## config.mk

```make
export PLATFORM = sky130hd
export DESIGN_NAME = pcoc_top
export DESIGN_NICKNAME = d
export VERILOG_FILES = /design/src/pcoc_pkg.sv /design/src/pcoc_top.sv
export VERILOG_INCLUDE_DIRS = /design/src
export SDC_FILE = /design/constraint.sdc
export NUM_CORES = 1
export LEC_CHECK = 0
export BUFFER_PORTS_ARGS = -buffer_cell sky130_fd_sc_hd__buf_2
export CAP_MARGIN = 20
export CORE_AREA = 2 2 78 110
export DETAILED_ROUTE_END_ITERATION = 8
export DIE_AREA = 0 0 80 112
export PLACE_DENSITY = 0.82
export SLEW_MARGIN = 15
export SYNTH_ARGS = -nofsm -noshare
export SYNTH_HDL_FRONTEND = slang
export SYNTH_SLANG_ARGS = --single-unit
```

## constraint.sdc

```tcl
create_clock -name mclk -period 4.66 [get_ports mclk]
set_input_delay 0.233 -clock mclk [delete_from_list [all_inputs] [get_ports mclk]]
set_output_delay 0.233 -clock mclk [all_outputs]
set_load 0.01 [all_outputs]
```

## src/pcoc_cfg.svh

```systemverilog
// constants for the phase count and offset configuration block
`ifndef PCOC_CFG_SVH
`define PCOC_CFG_SVH
`define PCOC_ADDR_W          8
`define PCOC_OFFSET_CFG_ADDR 8'h0e
`define PCOC_OFFSET_CFG_RST  8'h00
`define PCOC_OFS_EN_BIT      5
`define PCOC_OFS_MAG_HI      4
`define PCOC_OFS_MAG_LO      0
`define PCOC_OFS_POL_BIT     6
`define PCOC_CBG_ADDR_BASE   8'h40
`define PCOC_CBG_RST         5'h0f
`define PCOC_MAX_CNT_ADDR    8'h48
`define PCOC_PH_CNT_MIN      4'h1
`define PCOC_NUM_PHASES      8
`define PCOC_PH_CNT_MAX      4'h8
`endif

```

## src/pcoc_pkg.sv

```systemverilog
// types for the phase count and offset configuration block
package pcoc_pkg;
   // detect sequence states
   typedef enum logic [2:0] {
      PCOC_IDLE   = 3'b001,
      PCOC_SAMPLE = 3'b010,
      PCOC_DONE   = 3'b100
   } pcoc_state_e;
   typedef logic [3:0] pcoc_cnt_t;
endpackage

```

## src/pcoc_top.sv

```systemverilog
// phase count detection, offset current control and balance gain registers
`timescale 1ns/10ps
`include "pcoc_cfg.svh"
module pcoc_top
   import pcoc_pkg::*;
(
   input  wire logic        mclk,              // 100 mhz clock
   input  wire logic        resetn,            // async reset, active low
   input  wire logic        reg_wr,            // register write strobe
   input  wire logic        reg_rd,            // register read strobe
   input  wire logic [7:0]  reg_addr,          // register address
   input  wire logic [7:0]  reg_wdata,         // register write data
   output logic      [7:0]  reg_rdata,         // register read data
   input  wire logic        detect_start,      // pin-setting detection event
   input  wire logic [7:0]  sense_above_thr,   // comparator: input > vcc-0.5v
   input  wire logic [3:0]  req_phase_cnt,     // requested count, pin or reg
   output logic      [3:0]  max_phase_cnt,     // latched hardware limit
   output logic      [3:0]  active_phase_cnt,  // clamped operating count
   output logic      [7:0]  phase_disabled,    // per phase disable flags
   output logic             offset_source_en,  // current out of feedback pin
   output logic             offset_sink_en,    // current into feedback pin
   output logic      [4:0]  offset_magnitude,  // offset current code
   output logic      [39:0] current_balance_gain // 5 bits per phase
);

   // ***************************************************************
   // reset and input synchronisers
   // ***************************************************************
   logic       rst_s1_q;
   logic       rst_n;
   logic [7:0] sen_s1_q;
   logic [7:0] sen_s2_q;
   logic       det_s1_q;
   logic       det_s2_q;
   logic       det_s3_q;

   // reset release through two flops
   always_ff @(posedge mclk or negedge resetn)
   begin
      if (!resetn)
      begin
         rst_s1_q <= 1'b0;
         rst_n    <= 1'b0;
      end
      else
      begin
         rst_s1_q <= 1'b1;
         rst_n    <= rst_s1_q;
      end
   end

   // comparator levels and detect event come from analog, so sync them
   always_ff @(posedge mclk or negedge rst_n)
   begin
      if (!rst_n)
      begin
         sen_s1_q <= 8'h00;
         sen_s2_q <= 8'h00;
         det_s1_q <= 1'b0;
         det_s2_q <= 1'b0;
         det_s3_q <= 1'b0;
      end
      else
      begin
         sen_s1_q <= sense_above_thr;
         sen_s2_q <= sen_s1_q;
         det_s1_q <= detect_start;
         det_s2_q <= det_s1_q;
         det_s3_q <= det_s2_q;
      end
   end

   wire det_rise = det_s2_q & ~det_s3_q;  // edge taken after second flop

   // ***************************************************************
   // register file
   // ***************************************************************
   logic [7:0]  ofs_cfg_q;
   logic [7:0]  ofs_cfg_d;
   logic [39:0] cbg_q;
   logic [39:0] cbg_d;
   logic [7:0]  rdata_q;
   logic [7:0]  rdata_d;

   // write decode; gain registers sit at consecutive addresses
   always_comb
   begin
      ofs_cfg_d = ofs_cfg_q;
      cbg_d     = cbg_q;
      rdata_d   = rdata_q;
      if (reg_wr && reg_addr == `PCOC_OFFSET_CFG_ADDR)
         ofs_cfg_d = reg_wdata;
      for (int i = 0; i < `PCOC_NUM_PHASES; i++)
         if (reg_wr && reg_addr == `PCOC_CBG_ADDR_BASE + 8'(i))
            cbg_d[i*5 +: 5] = reg_wdata[4:0];
      if (reg_rd)
      begin
         rdata_d = 8'h00;  // unmapped reads return zero
         if (reg_addr == `PCOC_OFFSET_CFG_ADDR)
            rdata_d = ofs_cfg_q;
         for (int i = 0; i < `PCOC_NUM_PHASES; i++)
            if (reg_addr == `PCOC_CBG_ADDR_BASE + 8'(i))
               rdata_d = {3'h0, cbg_q[i*5 +: 5]};
         // read-only copy of the latched limit, writes here are dropped
         if (reg_addr == `PCOC_MAX_CNT_ADDR)
            rdata_d = {4'h0, max_phase_cnt};
      end
   end

   // register storage
   always_ff @(posedge mclk or negedge rst_n)
   begin
      if (!rst_n)
      begin
         ofs_cfg_q <= `PCOC_OFFSET_CFG_RST;
         cbg_q     <= {`PCOC_NUM_PHASES{`PCOC_CBG_RST}};
         rdata_q   <= 8'h00;
      end
      else
      begin
         ofs_cfg_q <= ofs_cfg_d;
         cbg_q     <= cbg_d;
         rdata_q   <= rdata_d;
      end
   end

   assign reg_rdata            = rdata_q;
   assign current_balance_gain = cbg_q;

   // ***************************************************************
   // offset current control
   // ***************************************************************
   logic       src_q;
   logic       snk_q;
   logic [4:0] mag_q;
   logic       src_d;
   logic       snk_d;
   logic [4:0] mag_d;

   // polarity bit one asks for positive offset, which means sinking
   always_comb
   begin
      src_d = 1'b0;
      snk_d = 1'b0;
      mag_d = 5'h00;
      if (ofs_cfg_q[`PCOC_OFS_EN_BIT])
      begin
         src_d = ~ofs_cfg_q[`PCOC_OFS_POL_BIT];
         snk_d = ofs_cfg_q[`PCOC_OFS_POL_BIT];
         mag_d = ofs_cfg_q[`PCOC_OFS_MAG_HI:`PCOC_OFS_MAG_LO];
      end
   end

   // registered so the analog switches never see a decode glitch
   always_ff @(posedge mclk or negedge rst_n)
   begin
      if (!rst_n)
      begin
         src_q <= 1'b0;
         snk_q <= 1'b0;
         mag_q <= 5'h00;
      end
      else
      begin
         src_q <= src_d;
         snk_q <= snk_d;
         mag_q <= mag_d;
      end
   end

   assign offset_source_en = src_q;
   assign offset_sink_en   = snk_q;
   assign offset_magnitude = mag_q;

   // ***************************************************************
   // phase count detection
   // ***************************************************************
   pcoc_state_e st_q;
   pcoc_state_e st_d;
   pcoc_cnt_t   max_q;
   pcoc_cnt_t   max_d;
   logic [7:0]  dis_q;
   logic [7:0]  dis_d;
   pcoc_cnt_t   act_q;
   pcoc_cnt_t   act_d;

   // one sample per event; eight phases until the first detection
   always_comb
   begin
      st_d  = st_q;
      max_d = max_q;
      dis_d = dis_q;
      case (st_q)
         PCOC_IDLE:
            if (det_rise)
               st_d = PCOC_SAMPLE;
         PCOC_SAMPLE:
         begin
            dis_d = {sen_s2_q[7:1], 1'b0};
            // lowest pulled input n+1 gives n
            max_d = `PCOC_PH_CNT_MAX;
            for (int i = `PCOC_NUM_PHASES - 1; i >= 1; i--)
               if (sen_s2_q[i])
                  max_d = 4'(i);
            st_d = PCOC_DONE;
         end
         PCOC_DONE:
            if (!det_s2_q)
               st_d = PCOC_IDLE;
         default:
            st_d = PCOC_IDLE;
      endcase
      if (req_phase_cnt == 4'h0)
         act_d = `PCOC_PH_CNT_MIN;
      else if (req_phase_cnt > max_q)
         act_d = max_q;
      else
         act_d = req_phase_cnt;
   end

   // detection state and latched limit
   always_ff @(posedge mclk or negedge rst_n)
   begin
      if (!rst_n)
      begin
         st_q  <= PCOC_IDLE;
         max_q <= `PCOC_PH_CNT_MAX;
         dis_q <= 8'h00;
         act_q <= `PCOC_PH_CNT_MIN;
      end
      else
      begin
         st_q  <= st_d;
         max_q <= max_d;
         dis_q <= dis_d;
         act_q <= act_d;
      end
   end

   assign max_phase_cnt    = max_q;
   assign phase_disabled   = dis_q;
   assign active_phase_cnt = act_q;

endmodule

```

==> results of run 1 <==
==> cells in the final DEF, fill, tap and decap left out, types with 7 or more instances in the layout <==
cell type / instances
dlygate4sd3_1: 9
inv_1: 13
nand3_1: 8
buf_2: 101
a21oi_1: 18
mux2_2: 59
o21ai_0: 13
dfstp_2: 35
nand2_1: 7
nor3_1: 7
nor2_1: 14
dfrtp_1: 64
clkbuf_16: 9
nand2b_1: 12
==> state kept, by name, summed over array words and instances (netlist names), 3 cells and up <==
register and flops:
active_phase_cnt 4, current_balance_gain 40, max_phase_cnt 4, offset_magnitude 5, ofs_cfg_q 8, phase_disabled 7, reg_rdata 8, sen_s1_q 7
sen_s2_q 7, st_q 3
==> power by group through the flow <==
stage	sequential, W	clock (W)	combinational, W
detailed placement	0.00103	0	0.000287
CTS	0.00102	0.000679	0.000295
floorplan	0.00105	0	0.000134
global route	0.00102	0.000723	0.000321
global placement	0.00102	0	0.000276
finish	0.00101	0.000670	0.000292
==> critical path: stages <==
cell,delay [ns]
buf_2,0.12
or4b_4,0.59
nor2_1,0.83
nand4_1,0.44
mux2_2,0.39
==> area by class of cell <==
type | count | share of cell area
well taps | 102 | 0.0235
inverters | 13 | 0.00899
repair buffers | 112 | 0.113
clock inverters | 4 | 0.00323
multi-input cells | 230 | 0.336
flip-flops and latches | 100 | 0.470
clock buffers | 12 | 0.0454
==> cells by family (layout without fill, tap and decap cells) <==
group | after synthesis | count (layout) | share of synthesized area
DFF | 100 | 100 | 0.567
and+or+nand+nor | 87 | 87 | 0.123
AOI/OAI and AO/OA | 71 | 71 | 0.104
muxes | 66 | 66 | 0.166
buffers and inverters | 29 | 141 | 0.0267
adders and majority gates | 4 | 4 | 0.0111
other | 2 | 2 | 0.00167
==> path summary, 6_finish.rpt <==
check                                  from  cells past startpoint  slack (ns)                        to
max                             reg_addr[5]                      5        2.28  current_balance_gain[39]
max in group asynchronous             rst_n                      1        3.25  current_balance_gain[29]
min reg2reg                           rst_n                      0        0.34                   st_q[2]
max reg2reg                max_phase_cnt[1]                      7        2.61       active_phase_cnt[2]
min                            reg_wdata[5]                      2        0.12              ofs_cfg_q[5]
min in group asynchronous            resetn                      2        0.21                     rst_n
==> synth_stat cells (3+ instances only) <==
cell,count,share of area
dfrtp_1,65,0.36
mux2_2,59,0.15
dfstp_2,35,0.20
a21oi_1,18,0.020
nor2_1,14,0.012
inv_1,13,0.011
o21ai_0,13,0.014
nand2b_1,12,0.017
nand3_1,8,0.0089
nand2_1,7,0.0059
nor3_1,7,0.0078
a22oi_1,6,0.010
and2_1,6,0.0084
buf_1,6,0.0050
mux2i_1,6,0.013
nor2b_1,6,0.0084
clkbuf_1,5,0.0042
o31ai_1,5,0.0084
a21o_1,4,0.0067
a2bb2oi_1,4,0.0078
ha_1,4,0.011
nand4_1,4,0.0056
o22ai_1,4,0.0056
buf_2,3,0.0033
nand3_4,3,0.012
nand3b_1,3,0.0050
nor4_1,3,0.0042
==> stage by stage <==
| stage | utilization | setup WS, ns | power, W | area [sq um] |
|---|---|---|---|---|
| global route | 0.678 | 2.17 | 0.00207 | 5430 |
| global placement | 0.634 | 1.99 | 0.00130 | 5070 |
| floorplan | - | 1.73 | 0.00119 | 4490 |
| CTS | 0.678 | 2.30 | 0.00199 | 5430 |
| detailed placement | 0.634 | 1.94 | 0.00132 | 5070 |
| finish | 0.678 | 2.28 | 0.00198 | 5430 |
==> per-layer routing <==
metal | vias to the layer above | wire, um
met5 | - | 0
met4 | 0 | 279
met3 | 24 | 607
met2 | 114 | 5170
met1 | 1608 | 4130
li1 | 1526 | -
==> repair_timing <==
item,4_1_cts,5_1_grt
setup endpoints to repair,0,0
hold buffers,9,0
endpoints found under the hold margin,10,0
==> flow_summary.toml, run 1 <==
[outcome]
status = "completed"

[clock_network]
cts_tree = "built"
cts-resized-gates = 0
clock_latency_ns = 0.34
cts_sinks = 100
path_clk_slew_ns = 0.06
htreeDepth = 3
postCtsSetupBuffers = 0
cts_buffers = 9
root_buffer = "clkbuf_16"
cts_buffer_depth = 2

[setup_path]
crit_type = "in2reg"
critPathArrivalTime_ns = 2.61
crit_fanout = 12
endpoint_kind = "flip-flop"
startpoint_type = "input port"
crit_required_ns = 4.89

[sta]
slew_viol_final = 0
tightest_slew_ns = 1.05
fin_crit_sh = 0.512
tns_ns = 0
fin_crit_ns = 2.38
rsz0062_at_grt = "no"
fin_hold_ws_ns = 0.117
skew_ns = 0.00500
slew_headroom = 0.297
hold_viol = 0
setup_viol = 0
max_freq_ghz = 0.419

[power_and_ir_drop]
clkPwrFrac = 0.339
p_switching_w = 0.000511
power.density_nw_per_um2 = 364
leakage_nw = 2.57
seq_power_share = 0.513
internal_power_w = 0.00147
p_sw_frac = 0.259
ir_worst_vdd_mv = 0.270
combPwrFrac = 0.148

[floorplan]
io-pin-count = 104
design.core.area_sq_um = 8000
fp.dieArea_sq_um = 8960
placementRows = 39
fp.dieH_um = 112
die_x_um = 80
initial_core_util = 0.561

[synthesis]
synth_seq_cells = 100
synth_edf_count = 0
synth_cells = 359
syn_area_sq_um = 4490
syn_area_per_cell_sq_um = 12.5
synth_ff_type = "dfrtp_1"
synth-async-reset-ratio = 1.00
ys_seq_area_frac = 0.567
yosysUniqueCellTypes = 54
syn_nets = 396
yosysWarningCount = 0

[detailed_routing]
first_iter_violations = 251
vias = 3272
avgViaCountPerCell = 5.71
wl_per_cell_um = 17.8
drc = 0
drt_pre_antenna_iters = 5
ant_nets = 0
routed_wl_mm = 10.2

[global_route]
grt_use_total = 0.243
grt_busiest_layer = "met2"
grt_util_met1 = 0.315
grt_pass1_wl_mm = 16.5
grtUsageMet3 = 0.0527
grt_max_degree = 51
grt_overflow = 0
antenna_found_initial = 0
use_met2 = 0.389
grt_pass1_vias = 3284

[worst_hold_path]
hp-class = "in2reg"

[cells_and_area]
instances_no_fill = 573
fillers = 599
ff_latch_area_sq_um = 2550
drive_gt1_frac = 0.467
fin_nets = 503
antenna_cells = 0
layout-area-overhead-vs-synth_pct = 20.8
multiInputGateArea_sq_um = 1820

[placed_design]
routabilityCongestion = 0.788
dp_cells = 548
hpwl_mm = 7.17
io_buffers = 101

[flow_run]
drv_cap = 0
(Power assumes the default switching activity.)
==> inputs of run 2 (changes only) <==
Settings changed: ABC_AREA set to 1, CORE_AREA 2 2 78 110 to 2 2 79 111, DIE_AREA 0 0 80 112 to 0 0 81 113, PLACE_DENSITY 0.82 to 0.77.
Clock period 4.66 ns to 2.3 ns, I/O delays scaled along.
==> run 2 against run 1 <==
Net effect:
- synthesized cell count increased by 30%
- synthesized area decreased by 6.1%
- flip-flop and latch count unchanged
- worst setup slack got worse by 1.7 ns
- register-to-register slack got worse by 2.0 ns
- via count increased by 7.3%
- hold slack got worse by 0.11 ns
- count of clock-buffer cells in the layout unchanged
- critical endpoint is now max_phase_cnt[2]
- largest power group unchanged
- highest routed layer unchanged
==> flow_summary.toml, run 2 <==
[outcome]
status = "completed"

[setup_path]
r2r_start = "st_q[2]"
r2r_end = "max_phase_cnt[2]"
slowest_delay_ns = 0.44
endpoint_kind = "flip-flop"
crit_required_ns = 2.56
crit_end = "max_phase_cnt[2]"
reg2reg_depth = 5
critPathArrivalTime_ns = 1.99
crit_path_cell_trace = "nor3_2 -> inv_1 -> nor2_1 -> nand3_1 -> o21ai_0"
cp-startpoint = "st_q[2]"
r2r_setup_slack_ns = 0.57
cp_slowest_cell = "nor3_2"
crit_type = "reg2reg"
startpoint_type = "flip-flop"
crit_fanout = 12

[power_and_ir_drop]
power_w = 0.00398
ir_worst_vdd_mv = 0.435
leakage_nw = 2.68
combPwrFrac = 0.128
p_switching_w = 0.00105
power.density_nw_per_um2 = 762
clkPwrFrac = 0.361
internal_power_w = 0.00294
seq_power_share = 0.511
p_sw_frac = 0.263

[floorplan]
fp.dieH_um = 113
placementRows = 39
design.core.area_sq_um = 8100
die_x_um = 81
initial_core_util = 0.520
fp.dieArea_sq_um = 9150
io-pin-count = 104

[synthesis]
yosysUniqueCellTypes = 30
synth_seq_cells = 100
synthTopCellsByCount = "nand2_1 (138), o21ai_0 (68), dfrtp_1 (65), inv_1 (49), dfstp_2 (35)"
syn_area_per_cell_sq_um = 9.07
syn_area_sq_um = 4220
synth_cells = 465
ys_seq_area_frac = 0.604
syn_nets = 502
yosys.area.top_type_share = 0.386
yosysWarningCount = 0
synth-async-reset-ratio = 1.00
synth_ff_type = "dfrtp_1"
synth_most_common_cell = "nand2_1"
synth_edf_count = 0
synth_area_leaders = "dfrtp_1 (39%), dfstp_2 (22%), nand2_1 (12%), o21ai_0 (8.1%), inv_1 (4.4%)"
synth_top_area_cell = "dfrtp_1"

[clock_network]
htreeDepth = 3
postCtsSetupBuffers = 0
cts_sinks = 100
cts_tree = "built"
cts_buffer_depth = 2
path_clk_slew_ns = 0.07
cts_buffers = 9
root_buffer = "clkbuf_16"
cts-resized-gates = 0
clock_latency_ns = 0.35
hold_buffers = 9

[sta]
fin_crit_sh = 0.751
rsz0062_at_grt = "no"
slew_viol_final = 0
hold_viol = 0
slew_headroom = 0.668
fin_hold_ws_ns = 0.00888
max_freq_ghz = 0.579
fin_crit_ns = 1.73
tns_ns = 0
skew_ns = 0.00983
setup_viol = 0
tightest_slew_ns = 0.496
setup_ws_ns = 0.572

[global_route]
grt_pass1_wl_mm = 16.4
grt_use_total = 0.239
grt_pass1_vias = 3531
antenna_found_initial = 0
grt_max_degree = 46
grt_overflow = 0

[placed_design]
place_area_sq_um = 4840
io_buffers = 101
post-place-ws_ns = 0.600
routabilityCongestion = 0.866
hpwl_mm = 7.13

[cells_and_area]
largest_register_ffs = 40
multiInputGateArea_sq_um = 1440
antenna_cells = 0
drive_gt1_frac = 0.294
ff_latch_area_sq_um = 2550
layout-area-overhead-vs-synth_pct = 23.9
final_cell_mix = "nand2_1 (138), buf_2 (101), o21ai_0 (68)"
fillers = 699
fin_area_sq_um = 5220
fin_nets = 618
final_common_cell = "nand2_1"

[detailed_routing]
vias = 3511
avgViaCountPerCell = 5.10
routed_wl_mm = 9.93
drt_pre_antenna_iters = 5
ant_nets = 0
first_iter_violations = 194
drc = 0
wl_per_cell_um = 14.4

[worst_hold_path]
hp-class = "in2reg"

[flow_run]
drv_cap = 0
-- run 2: worst min path at each step --
stage / start / endpoint / slack [ns] / cells past startpoint
2_1_floorplan: resetn / rst_n / -0.18 / 0
3_3_place_gp: resetn / rst_s1_q / -0.1 / 1
3_5_place_dp: resetn / rst_s1_q / -0.1 / 1
4_1_cts: reg_wdata[5] / ofs_cfg_q[5] / 0.0005 / 2
5_1_grt: reg_wdata[5] / ofs_cfg_q[5] / 0.02 / 2
6_report: reg_wdata[5] / ofs_cfg_q[5] / 0.009 / 2
-- run 2: layout make-up --
type	instances	share of cell area
sequential	100	0.488
timing repair buffer	112	0.119
inverter	53	0.0381
clock buffer	12	0.0491
multi-input combinational	305	0.275
tap	102	0.0244
clock inverter	4	0.00623
-- run 2: layer usage --
| metal | global-route usage | vias to the layer above | part of all wire |
|---|---|---|---|
| met5 | 0 | - | 0 |
| met4 | 0.107 | 0 | 0.020 |
| met3 | 0.0375 | 12 | 0.048 |
| met2 | 0.418 | 107 | 0.53 |
| met1 | 0.284 | 1668 | 0.40 |
| li1 | - | 1724 | - |
-- run 2: worst max-delay path: cells and delay by family (launching register included) --
kind / cells / cell delay (ns)
buffers and inverters: 1 / 0.29
AOI/OAI and AO/OA: 1 / 0.11
and+or+nand+nor: 3 / 0.84
DFF: 1 / 0.41
-- run 2: logic make-up after synthesis --
kind of cell    synth area share
simple gates               0.223
flops                      0.604
compound gates            0.0959
buf+inv                   0.0555
fa+ha+maj                 0.0119
mux                      0.00801
other cells              0.00178
-- run 2: power groups by stage --
stage	registers (W)	clock network, W	logic, W
2_1_floorplan	0.00213	0	0.000195
3_3_place_gp	0.00206	0	0.000482
3_5_place_dp	0.00207	0	0.000497
4_1_cts	0.00204	0.00146	0.000516
5_1_grt	0.00206	0.00154	0.000577
6_report	0.00204	0.00144	0.000508
-- run 2: metrics by stage --
stage,utilization,cells
global route,0.645,688
global placement,0.598,663
floorplan,-,465
finish,0.645,688
detailed placement,0.598,663
CTS,0.645,688
==> inputs of run 3 (changes only) <==
Settings changed: ABC_AREA 1 to 0, CORE_AREA 2 2 79 111 to 2 2 85 120, DIE_AREA 0 0 81 113 to 0 0 87 122, PLACE_DENSITY 0.77 to 0.73.
Clock period 2.3 ns to 1.5 ns, I/O delays scaled along.
==> run 3 against run 2 <==
Net effect:
- the flow now finishes with violations (setup timing)
- maximum frequency is 11% higher
- global-route usage fell by 1.9 points
- core utilization shrank 3.2 points
- clock power grew 53%
- critical path depth is the same
- sequential power up 52%
- final cell count is 8.7% lower
- critical endpoint is now active_phase_cnt[0]
- largest power group unchanged
==> flow_summary.toml, run 3 (synthesis results as in run 1) <==
[power_and_ir_drop]
power.density_nw_per_um2 = 1090
ir_worst_vdd_mv = 0.632
power_w = 0.00644
leakage_nw = 2.81

[placed_design]
io_buffers = 101
post-place-ws_ns = -0.235
routabilityCongestion = 0.846
hpwl_mm = 8.18

[setup_path]
cp_slowest_cell = "dfstp_2"
endpoint_kind = "flip-flop"
slowest_delay_ns = 0.53
r2r_setup_slack_ns = -0.06
cp-startpoint = "max_phase_cnt[3]"
crit_fanout = 5
crit_end = "active_phase_cnt[0]"
critPathArrivalTime_ns = 1.83
crit_path_cell_trace = "inv_1 -> ha_4 -> nand4_1 -> a21boi_4 -> o211ai_1"
r2r_start = "max_phase_cnt[3]"
crit_required_ns = 1.77
crit_type = "reg2reg"
r2r_end = "active_phase_cnt[0]"
reg2reg_depth = 5
startpoint_type = "flip-flop"

[sta]
setup_ws_ns = -0.0627
rsz0062_at_grt = "yes"
tightest_slew_ns = 0.507
fin_hold_ws_ns = 0.0234
hold_viol = 0
max_freq_ghz = 0.640
fin_crit_ns = 1.56
setup_viol = 4
tns_ns = -0.229
fin_crit_sh = 1.04
skew_ns = 0.00702
slew_viol_final = 0
slew_headroom = 0.662

[outcome]
status = "finished with violations"
violations = "setup timing"

[global_route]
grt_overflow = 0
grt_max_degree = 99
grtUsageMet3 = 0.0325
grt_pass1_vias = 3509
grt_busiest_layer = "met2"
grt_pass1_wl_mm = 17.7
use_met2 = 0.394
grt_use_total = 0.220
grt_util_met1 = 0.260
antenna_found_initial = 0

[cells_and_area]
final_cell_mix = "buf_2 (101), dfrtp_1 (64), mux2_2 (58)"
final_common_cell = "buf_2"
fin_nets = 548
layout-area-overhead-vs-synth_pct = 31.4
drive_gt1_frac = 0.533
antenna_cells = 0
largest_register_ffs = 40
fin_util = 0.613

[floorplan]
fp.dieH_um = 122
initial_core_util = 0.466
die_x_um = 87
fp.dieArea_sq_um = 10600
placementRows = 43
design.core.area_sq_um = 9630
io-pin-count = 104

[clock_network]
clock_latency_ns = 0.35
cts_buffers = 9
path_clk_slew_ns = 0.07
cts_buffer_depth = 2
cts_sinks = 100
cts_tree = "built"
htreeDepth = 3
root_buffer = "clkbuf_16"

[detailed_routing]
wl_per_cell_um = 17.7
ant_nets = 0
routed_wl_mm = 11.1
drc = 0
avgViaCountPerCell = 5.59
vias = 3512
first_iter_violations = 212
drt_pre_antenna_iters = 4

[worst_hold_path]
hp-class = "in2reg"

[flow_run]
drv_cap = 0
run 3: cell count changes in the layout (fill, tap and decap cells not counted), moves of 5 or more:
| cell | previous run | this run |
|---|---|---|
| nand2_1 | 138 | 7 |
| nand3_1 | 24 | 8 |
| a22oi_1 | 0 | 5 |
| nor2_1 | 29 | 14 |
| mux2_2 | 3 | 58 |
| mux2i_1 | 0 | 6 |
| buf_4 | 1 | 42 |
| nor3_1 | 0 | 7 |
| nor2b_1 | 0 | 6 |
| inv_1 | 49 | 12 |
| o21ai_0 | 68 | 12 |
| nand2b_1 | 0 | 12 |
| a21oi_1 | 7 | 17 |
| and2_1 | 1 | 6 |
run 3: area by class of cell:
class | instances | area (sq um)
inverter | 13 | 48.8
clock buffer | 9 | 225
timing repair buffer | 157 | 981
fill | 776 | 3730
tap | 112 | 140
multi-input combinational | 230 | 1900
sequential | 100 | 2550
clock inverter | 7 | 60.1
run 3: worst max-delay path: cells and delay by family (launching register included):
kind	cells	cell delay (ns)
AND/OR/NAND/NOR	1	0.21
flip-flops	1	0.53
adder cells (fa/ha/maj)	1	0.27
AO/OA/AOI/OAI	2	0.41
buffers and inverters	1	0.07
run 3: per-layer routing:
metal  routed length [um]  vias up
met1                 4320     1765
li1                     -     1617
met4                  306        0
met2                 6070      106
met3                  447       24
met5                    0        -
run 3: repair_timing:
item	4_1_cts	5_1_grt
setup endpoints to repair	4	6
hold buffers	12	0
hold endpoints to repair	13	0
gates resized for setup	4	3
setup buffers	1	0
pin swaps	3	1
run 3: report_power, final:
part | switching, W | internal (W)
clock | 0.00105 | 0.00115
sequential | 0.000136 | 0.00297
combinational | 0.000572 | 0.000562
total | 0.00176 | 0.00468
run 3: worst min path at each step:
| stage | startpoint | to | slack (ns) | cells after the start |
|---|---|---|---|---|
| 6_report | req_phase_cnt[0] | active_phase_cnt[0] | 0.02 | 3 |
| 5_1_grt | req_phase_cnt[2] | active_phase_cnt[2] | 0.03 | 2 |
| 4_1_cts | req_phase_cnt[0] | active_phase_cnt[0] | 0.008 | 3 |
| 3_5_place_dp | resetn | rst_s1_q | -0.14 | 1 |
| 3_3_place_gp | resetn | rst_s1_q | -0.14 | 1 |
| 2_1_floorplan | resetn | rst_s1_q | -0.22 | 0 |
run 3: through the flow:
stage               area (sq um)  cells
floorplan                   4520    359
global placement            5440    599
detailed placement          5440    599
CTS                         5890    628
global route                5900    628
finish                      5900    628
